[src/rtl/sps_cfg.svh]
// Timing and code constants for the switchgear position supervisor
// Assumes a 10 MHz core clock; times are given in milliseconds
`ifndef SPS_CFG_SVH
`define SPS_CFG_SVH

// ********************************************************************
// Position codes
// ********************************************************************
`define SPS_POS_INDET 2'h0
`define SPS_POS_OPEN 2'h1
`define SPS_POS_CLOSED 2'h2
`define SPS_POS_DISTURB 2'h3

// ********************************************************************
// Timer widths and clock rate
// ********************************************************************
`define SPS_TMR_W 16
`define SPS_CLK_KHZ 10000
`define SPS_MS_DIV 10000
`define SPS_MS_LAST 14'h270f
`define SPS_TMR_ONE 16'h0001
`define SPS_DIV_W 14
`define SPS_TMR_ZERO 16'h0000
`define SPS_DIV_ZERO 14'h0000

`endif

[src/rtl/sps_pkg.sv]
// Types shared by the switchgear position supervisor
// Assumes sps_cfg.svh is available for constants
package sps_pkg;

	// Supervision phase of one switching element
	typedef enum logic [2:0] {
		SPS_IDLE = 3'h0,
		SPS_MOVE = 3'h1,
		SPS_DWELL = 3'h3,
		SPS_FAIL = 3'h2
	} sps_phase_t;

endpackage

[src/rtl/sps_supervisor.sv]
// Position supervisor for one controllable switchgear
// Assumes contact inputs already synchronous and debounced
`include "sps_cfg.svh"

module sps_supervisor
	import sps_pkg::*;
(
	// Clock and reset
	input wire logic core_clk,
	input wire logic sys_rst,
	// Contact inputs and wiring configuration
	input wire logic aux_closed,
	input wire logic aux_open,
	input wire logic closed_wired,
	input wire logic open_wired,
	input wire logic plug_removed,
	// Commands from control
	input wire logic close_req,
	input wire logic open_req,
	// Moving and dwell times in ms
	input wire logic [15:0] t_move_close,
	input wire logic [15:0] t_move_open,
	input wire logic [15:0] t_dwell,
	// Command relays
	output logic close_cmd,
	output logic open_cmd,
	// Position indications
	output logic pos_closed,
	output logic pos_open,
	output logic pos_indet,
	output logic pos_disturb,
	output logic [1:0] pos_code,
	output logic removed,
	output logic one_contact_flag,
	output logic pos_changed
);

	// ********************************************************************
	// Millisecond tick
	// ********************************************************************
	logic [`SPS_DIV_W-1:0] div_r; // Prescaler count
	logic ms_tick; // One-cycle pulse per millisecond

	assign ms_tick = (div_r == `SPS_MS_LAST);

	// Free-running prescaler
	always_ff @(posedge core_clk) begin
		if (sys_rst || ms_tick) begin
			div_r <= `SPS_DIV_ZERO;
		end else begin
			div_r <= div_r + 1'b1;
		end
	end

	// ********************************************************************
	// Supervision state
	// ********************************************************************
	sps_phase_t phase_r; // Current phase
	logic dir_close_r; // Direction of the running operation
	logic [`SPS_TMR_W-1:0] tmr_r; // Remaining ms in move or dwell
	logic single; // Only one contact wired
	logic feedback_ok; // Expected end position seen
	logic supervised; // Direction covered by a contact
	logic start_close; // Close request accepted this cycle
	logic start_open; // Open request accepted this cycle
	logic tmr_done; // Running time ends at this tick

	assign single = closed_wired ^ open_wired;
	assign one_contact_flag = single;
	// Open takes priority; switching allowed regardless of truck
	assign start_open = open_req && (phase_r != SPS_MOVE);
	assign start_close = close_req && !open_req
		&& (phase_r != SPS_MOVE);
	assign tmr_done = ms_tick && (tmr_r <= `SPS_TMR_ONE);

	// Expected feedback per direction and wiring
	always_comb begin
		if (dir_close_r) begin
			feedback_ok = closed_wired
				? (aux_closed && !(open_wired && aux_open)) : !aux_open;
		end else begin
			feedback_ok = open_wired ? (aux_open && !aux_closed)
				: !aux_closed;
		end
	end

	// One contact supervises only its own direction
	always_comb begin
		if (!single) begin
			supervised = 1'b1;
		end else if (dir_close_r) begin
			supervised = closed_wired;
		end else begin
			supervised = open_wired;
		end
	end

	// Phase sequencing: move, optional dwell, fail
	always_ff @(posedge core_clk) begin
		if (sys_rst) begin
			phase_r <= SPS_IDLE;
			dir_close_r <= 1'b0;
			tmr_r <= `SPS_TMR_ZERO;
		end else if (start_open || start_close) begin
			phase_r <= SPS_MOVE;
			dir_close_r <= start_close;
			tmr_r <= start_close ? t_move_close : t_move_open;
		end else begin
			unique case (phase_r)
				SPS_MOVE: begin
					if (feedback_ok) begin
						phase_r <= SPS_IDLE;
					end else if (tmr_done && !supervised) begin
						// Unwatched direction: time only bounds the pulse
						phase_r <= SPS_IDLE;
					end else if (tmr_done) begin
						if (t_dwell != `SPS_TMR_ZERO) begin
							phase_r <= SPS_DWELL;
							tmr_r <= t_dwell;
						end else begin
							phase_r <= SPS_FAIL;
						end
					end else if (ms_tick) begin
						tmr_r <= tmr_r - 1'b1;
					end
				end
				SPS_DWELL: begin
					if (tmr_done) begin
						phase_r <= feedback_ok ? SPS_IDLE : SPS_FAIL;
					end else if (ms_tick) begin
						tmr_r <= tmr_r - 1'b1;
					end
				end
				SPS_FAIL: begin
					// Leaves once contacts show a valid position
					if (aux_closed != aux_open) begin
						phase_r <= SPS_IDLE;
					end
				end
				SPS_IDLE: begin
					phase_r <= SPS_IDLE;
				end
				default: begin
					phase_r <= SPS_IDLE;
				end
			endcase
		end
	end

	// ********************************************************************
	// Command outputs
	// ********************************************************************
	// Command stands only while moving time runs
	assign close_cmd = (phase_r == SPS_MOVE) && dir_close_r
		&& !feedback_ok;
	assign open_cmd = (phase_r == SPS_MOVE) && !dir_close_r
		&& !feedback_ok;

	// Milliseconds seen while a command stands; feeds the time checks
	logic [`SPS_TMR_W-1:0] cmd_ms_r;

	// Restarts whenever no command stands
	always_ff @(posedge core_clk) begin
		if (sys_rst || !(close_cmd || open_cmd)) begin
			cmd_ms_r <= `SPS_TMR_ZERO;
		end else if (ms_tick) begin
			cmd_ms_r <= cmd_ms_r + 1'b1;
		end
	end

	// ********************************************************************
	// Position derivation
	// ********************************************************************
	logic [1:0] code_nxt; // Validated code this cycle
	logic [1:0] code_r; // Registered code
	logic removed_r;
	logic moving;

	assign moving = ((phase_r == SPS_MOVE) || (phase_r == SPS_DWELL))
		&& supervised;

	// Decode contacts into a position code
	always_comb begin
		if (plug_removed) begin
			code_nxt = `SPS_POS_OPEN;
		end else if (!closed_wired && !open_wired) begin
			code_nxt = `SPS_POS_DISTURB;
		end else if (single) begin
			// No disturbed from contacts alone
			if (moving) begin
				code_nxt = `SPS_POS_INDET;
			end else if (phase_r == SPS_FAIL) begin
				code_nxt = `SPS_POS_DISTURB;
			end else if (closed_wired) begin
				code_nxt = aux_closed ? `SPS_POS_CLOSED
					: `SPS_POS_OPEN;
			end else begin
				code_nxt = aux_open ? `SPS_POS_OPEN
					: `SPS_POS_CLOSED;
			end
		end else if (aux_closed != aux_open) begin
			code_nxt = aux_closed ? `SPS_POS_CLOSED
				: `SPS_POS_OPEN;
		end else if (moving) begin
			code_nxt = `SPS_POS_INDET;
		end else begin
			code_nxt = `SPS_POS_DISTURB;
		end
	end

	// Register the code; reset loads the indeterminate code
	always_ff @(posedge core_clk) begin
		if (sys_rst) begin
			code_r <= `SPS_POS_INDET;
		end else begin
			code_r <= code_nxt;
		end
	end

	// Removed supervision state follows the plug
	always_ff @(posedge core_clk) begin
		if (sys_rst) begin
			removed_r <= 1'b0;
		end else begin
			removed_r <= plug_removed;
		end
	end

	// Change pulse for the display symbol
	always_ff @(posedge core_clk) begin
		if (sys_rst) begin
			pos_changed <= 1'b0;
		end else begin
			pos_changed <= (code_nxt != code_r);
		end
	end

	assign pos_code = code_r;
	assign removed = removed_r;
	assign pos_closed = (code_r == `SPS_POS_CLOSED);
	assign pos_open = (code_r == `SPS_POS_OPEN);
	assign pos_indet = (code_r == `SPS_POS_INDET);
	assign pos_disturb = (code_r == `SPS_POS_DISTURB);
endmodule

[config.mk]
export PLATFORM = sky130hd
export DESIGN_NAME = sps_supervisor
export DESIGN_NICKNAME = d
export VERILOG_FILES = /design/src/rtl/sps_pkg.sv /design/src/rtl/sps_supervisor.sv
export VERILOG_INCLUDE_DIRS = /design/src /design/src/rtl
export SDC_FILE = /design/constraint.sdc
export NUM_CORES = 1
export LEC_CHECK = 0
export BUFFER_PORTS_ARGS = -buffer_cell sky130_fd_sc_hd__buf_2
export CAP_MARGIN = 20
export CELL_PAD_IN_SITES_DETAIL_PLACEMENT = 2
export CELL_PAD_IN_SITES_GLOBAL_PLACEMENT = 2
export CORE_ASPECT_RATIO = 1.1
export CORE_UTILIZATION = 27
export CTS_CLUSTER_SIZE = 30
export DETAILED_ROUTE_END_ITERATION = 6
export GPL_TIMING_DRIVEN = 0
export PLACE_DENSITY_LB_ADDON = 0.1
export SLEW_MARGIN = 20
export SYNTH_ARGS = -nofsm -noshare
export SYNTH_HDL_FRONTEND = slang
export SYNTH_SLANG_ARGS = --single-unit
[constraint.sdc]
create_clock -name core_clk -period 2.14 [get_ports core_clk]
set_input_delay 0.535 -clock core_clk [delete_from_list [all_inputs] [get_ports core_clk]]
set_output_delay 0.535 -clock core_clk [all_outputs]
set_load 0.03 [all_outputs]
; Word level (Yosys, flattened, before mapping)
; Cells that the tools add are included.
[classes]
add_sub_neg = 2
n_lt_le_gt_ge = 1
n_eq_ne = 20
n_mux = 33
bitwise = 1
reduce_logical = 33
[op_table]
columns = op, count
row1 = 16-bit 2-to-1 mux, 8
row2 = 16-bit case mux with 2 select lines, 1
row3 = 2-bit 2-to-1 mux, 11
row4 = "16-bit by 1-bit <= comparator with 1-bit output, second input constant", 1
row5 = 16-bit nonzero test, 1
row6 = "16-bit by 1-bit subtractor with 16-bit output, second input constant", 1
row7 = 3-bit 2-to-1 mux, 5
row8 = "3-bit inequality test, second input constant", 5
row9 = "14-bit by 1-bit adder with 14-bit output, second input constant", 1
row10 = "14-bit == test, second input constant", 1
row11 = 1-bit logical AND, 14
row12 = 1-bit logical NOT, 9
row13 = 3-bit case mux with 3 select lines, 1
row14 = "4-bit inequality test, second input constant", 2
row15 = 1-bit 2-to-1 mux, 7
row16 = "3-bit by 2-bit == test with 1-bit output, second input constant", 2
row17 = 3-bit AND reduction, 2
row18 = "5-bit inequality test, second input constant", 1
row19 = 5-bit AND reduction, 1
row20 = "2-bit == test, second input constant", 2
row21 = "2-bit inequality test, second input constant", 2
row22 = "3-bit by 1-bit == test with 1-bit output, second input constant", 1
row23 = 1-bit logical OR, 3
row24 = "3-bit by 1-bit inequality test with 1-bit output, second input constant", 1
row25 = other kinds (7), 7
[word_totals]
ff_bits = 38
elab_cells = 98

; Depth between registers and ports, before layout
[depth]
word_depth = 9
ltp_mapped = 9
mapped_depth_nobuf = 8

; Least setup slack after synthesis
; Ideal clock, no wire load.
[synth_timing]
path_kind = input to register
from = input port closed_wired
to = register pos_changed
setup_ps = 134
t_arrival_ps = 2027
setup_slack_ps = -21
path_stages = 7
path_buffers = 0
path_cell_list = inv_1 > ha_1 > nand2_1 > o22ai_1 > a2111oi_0 > xor2_1 > a21oi_1
[synth_via]
elab_chain_cells = 9
[synth_lines]
columns = item, line
row1 = "start, declared", sps_supervisor.sv:14  ; input wire logic closed_wired,
row2 = 1-bit bitwise XOR (*), sps_supervisor.sv:68  ; assign single = closed_wired ^ open_wired;
row3 = named net one_contact_flag, sps_supervisor.sv:34  ; output logic one_contact_flag,
row4 = 1-bit 2-to-1 mux, sps_supervisor.sv:89  ; if (!single) begin
row5 = 1-bit logical AND, sps_supervisor.sv:180  ; && supervised;
row6 = 2-bit 2-to-1 mux, sps_supervisor.sv:204  ; end else if (moving) begin
row7 = 2-bit 2-to-1 mux, sps_supervisor.sv:201  ; end else if (aux_closed != aux_open) begin
row8 = 2-bit 2-to-1 mux (*), sps_supervisor.sv:188  ; end else if (single) begin
row9 = 2-bit 2-to-1 mux (*), sps_supervisor.sv:186  ; end else if (!closed_wired && !open_wired) begin
row10 = 2-bit 2-to-1 mux (*), sps_supervisor.sv:184  ; if (plug_removed) begin
row11 = 2-bit inequality test (*), sps_supervisor.sv:234  ; pos_changed <= (code_nxt != code_r);
row12 = "end signal, assigned", sps_supervisor.sv:234
row13 = "end, declared", sps_supervisor.sv:35  ; output logic pos_changed
; The timed path passes the listed nets; every way through them passes the cells marked *.
; A chain may end at the register's enable or synchronous reset.

; Worst setup path in the final report
[layout_timing]
from = register div_r[1]
to = register tmr_r[12]
[layout_via]
elab_chain_cells = 7
[layout_lines]
columns = item, line
row1 = "start, declared", sps_supervisor.sv:41  ; logic [`SPS_DIV_W-1:0] div_r;
row2 = "start signal, assigned", sps_supervisor.sv:49  ; div_r <= `SPS_DIV_ZERO;
row3 = "start signal, assigned", sps_supervisor.sv:51  ; div_r <= div_r + 1'b1;
row4 = 14-bit == test (no line) (*), -
row5 = 16-bit 2-to-1 mux / 1-bit logical AND (equally long branches), -
row6 = 16-bit 2-to-1 mux, sps_supervisor.sv:116  ; end else if (tmr_done) begin
row7 = 16-bit 2-to-1 mux, sps_supervisor.sv:113  ; end else if (tmr_done && !supervised) begin
row8 = 16-bit 2-to-1 mux, sps_supervisor.sv:111  ; if (feedback_ok) begin
row9 = 16-bit case mux with 2 select lines, sps_supervisor.sv:109  ; unique case (phase_r)
row10 = 16-bit 2-to-1 mux, sps_supervisor.sv:104  ; end else if (start_open || start_close) begin
row11 = "end signal, assigned", sps_supervisor.sv:103  ; tmr_r <= `SPS_TMR_ZERO;
row12 = "end signal, assigned", sps_supervisor.sv:107  ; tmr_r <= start_close ? t_move_close : t_move_open;
row13 = "end signal, assigned", sps_supervisor.sv:119  ; tmr_r <= t_dwell;
row14 = "end, declared", sps_supervisor.sv:60  ; logic [`SPS_TMR_W-1:0] tmr_r;
; Every way passes the cells marked *; elsewhere a longest branch is shown, timed or not. The select of a mux whose other input is x is not followed.

==> metrics.txt <==
initial antenna violation count 0; reg2reg end tmr_r[12]; Max Buffers Root-to-Sink 2; max-cap violations 0; RSZ-0062 raised after global routing yes; CTS Root Cell clkbuf_8; Site Rows 37; Final Max Slew Viols 0; input/output buffers 66; layout cell share with drive strength beyond 1 35.4%; hold crit path type in2reg; vias per cell 5.47; fillers 1106; Avg Synthesized Cell Area 8.06 µm²; final worst slack -0.106 ns; Post-synth EDFFs 0; Async SR Flop Fraction 0%; boundary pin count 68; die area 0.0101 mm²; CTS tree done; clk slew on worst S/H paths 0.08 ns; Arrival @ worst endpoint 2.44 ns; worst hold margin 0.521 ns; clock insertion delay at the later pin of the skew report 0.30 ns; fmax 445 MHz; sequential element share of the synthesized area 28.3%; hold endpoint pos_code[0]; status finished, violations left; largest net degree at the start of global routing 13; CTS H-tree lvls 2; cts bufs inserted 5; Worst R2R Setup Slack -0.11 ns; Core Region 0.00940 mm²; failing checks negative setup slack; Synth top area share 28.3%; placed cells 508; WS Path Type reg2reg; Die X 95.9 µm; Yosys cell types 60; DR WL/cell 19.3 µm; final setup vio count 17; synthesized net count 387; Critical R2R Launch div_r[1]; CP startpoint kind flip-flop; R2R cell count 7; Worst Path Required 2.33 ns; Worst VDD drop 0.271 mV; Worst setup EP type flip-flop; largest cells by area after synthesis dfxtp_1 28%, xor2_1 5.7%, nor2_1 4.7%; Slew @ Worst Pin 0.792 ns; most frequent cell after synthesis dfxtp_1; Area growth, synth to finish 37.6%; DR DRC count 0; pre-CTS WS -0.534 ns; warnings from Yosys 0; final worst-path cycle share 105%; Cell Count, Final, Fillers Out 532; clock sink total 37; initial cell density of the core 27.9%; vias 2909; Cells after Synth 325; DRT antenna net count 0; PD cells 667 mW/mm²; initial drt markers 84; gr ovfl total 0; Min Clock Period, post-route 2.25 ns; die height 105 µm; Hold Path Depth 3; hpwl dp 7400 µm; HP Start plug_removed; ANT cells 0; nets@finish 476; DR pass1 iterations 5; first-pass GRT wire length 16400 µm; top cells by count, synth 37 x dfxtp_1, 33 x nor2_1, 20 x nand2_1, 20 x o21ai_0, 17 x xor2_1; hold-fix buffers at CTS 0; GP Congestion 0.760; Fin. Hold Viols 0; Mapped Area 0.00262 mm²; synthesis-stage register bit count 37; Slew Limit Headroom 47.0%; Most used DFF post-synth dfxtp_1; vias in the first global route 3077; TNS Setup -1.10 ns; leakage power total 1.43 nW; total track usage 21.2%; area leader, netlist dfxtp_1; Post-Route WL 10200 µm; utilization after layout 38.4%; CP max FO 2; Layout Skew 0.00513 ns
[critical path, cell delays in order, from the launching register on]
cell and delay [ns]:
dfxtp_2 0.36, ha_4 0.14, nand4b_1 0.16, or4_4 0.54, or4_4 0.51, xor2_2 0.16, a21oi_1 0.08, o221a_1 0.21
[registers in the layout, summed over array words and instances, names as in the netlist]
name	flops
pos_changed	1
div_r	14
removed	1
phase_r	2
tmr_r	16
pos_code	2
dir_close_r	1
[where the power goes]
group / internal, W / total (W) / switching, W
clock network: 0.000380 / 0.000669 / 0.000289
logic: 0.000379 / 0.000862 / 0.000483
registers: 0.000764 / 0.000875 / 0.000111
[per-layer routing]
layer  wire length (µm)  vias up  share of wire, %  global-route usage, %
met3                284       11               2.8                   3.03
met5                  0        -                 0                      0
met4                 73        0              0.71                   5.01
li1                   -     1415                 -                      -
met1               4900     1434                48                   28.2
met2               4980       49                49                   35.8
[stage by stage]
| step | instance area (µm²) | total power [W] |
|---|---|---|
| 3_5_place_dp | 3100 | 0.00154 |
| 6_report | 3600 | 0.00241 |
| 5_1_grt | 3600 | 0.00254 |
| 2_1_floorplan | 2620 | 0.00130 |
| 4_1_cts | 3500 | 0.00236 |
| 3_3_place_gp | 3100 | 0.00153 |
[final cells by class]
| type | instances | area, µm² | area share (%) |
|---|---|---|---|
| multi-input cells | 261 | 1960 | 54.5 |
| flip-flops and latches | 37 | 764 | 21.2 |
| repair buffers | 84 | 478 | 13.3 |
| well taps | 117 | 146 | 4.06 |
| plain buffers | 16 | 98.8 | 2.74 |
| clock buffers | 6 | 82.6 | 2.29 |
| clock inverters | 2 | 37.5 | 1.04 |
| inverters | 9 | 33.8 | 0.937 |
[how the worst max path moves through the flow]
| stage | from | endpoint | slack [ns] | cells after the start |
|---|---|---|---|---|
| 2_1_floorplan | tmr_r[0] | tmr_r[10] | 0.002 | 9 |
| 3_3_place_gp | tmr_r[0] | tmr_r[7] | -0.53 | 9 |
| 3_5_place_dp | tmr_r[0] | tmr_r[7] | -0.53 | 9 |
| 4_1_cts | div_r[1] | tmr_r[12] | -0.17 | 7 |
| 5_1_grt | div_r[0] | tmr_r[6] | -0.19 | 9 |
| 6_report | div_r[1] | tmr_r[12] | -0.11 | 7 |
[cell families (layout without fill, tap and decap cells)]
logic type / Yosys count / after routing / share of synthesized area (%)
simple gates: 130 / 130 / 29.0
compound gates: 98 / 98 / 26.7
flops: 37 / 37 / 28.3
buf+inv: 27 / 117 / 4.06
xor+xnor: 24 / 24 / 8.03
fa+ha+maj: 5 / 5 / 2.39
mux: 4 / 4 / 1.53
[layout by cell type, fill, tap and decap left out, types with 3 or more instances in the layout]
cell type,synthesis,final
a31oi_1,6,6
a211oi_1,6,5
dfxtp_2,0,4
o211ai_1,4,4
nor4_1,5,5
nor2b_1,8,8
o22ai_1,5,5
buf_4,0,20
o21ai_2,0,5
nor2_1,33,31
buf_2,4,64
nand4b_1,6,6
xnor2_1,7,7
nand4_1,10,10
nand2b_1,4,4
buf_6,0,5
mux2i_1,4,4
a22oi_1,11,11
xor2_1,17,16
and2_1,4,4
clkbuf_2,0,4
nand3_1,8,8
a22o_1,3,3
o221a_1,9,9
nand2_1,20,20
inv_1,8,7
or4_4,2,3
a21oi_1,14,13
clkbuf_1,14,6
dfxtp_1,37,28
and3_1,5,5
o21ai_1,3,7
dfxtp_4,0,5
clkbuf_8,0,6
o21ai_0,20,11
nor3_1,7,6
[repair_timing]
item	CTS	global route
setup endpoints to repair	30	21
endpoints found under the hold margin	0	0
resized for setup	57	26
cloned	2	0
buffers inserted	10	6
pin swaps	13	11
No activity file was read; power rests on OpenSTA's default activity.
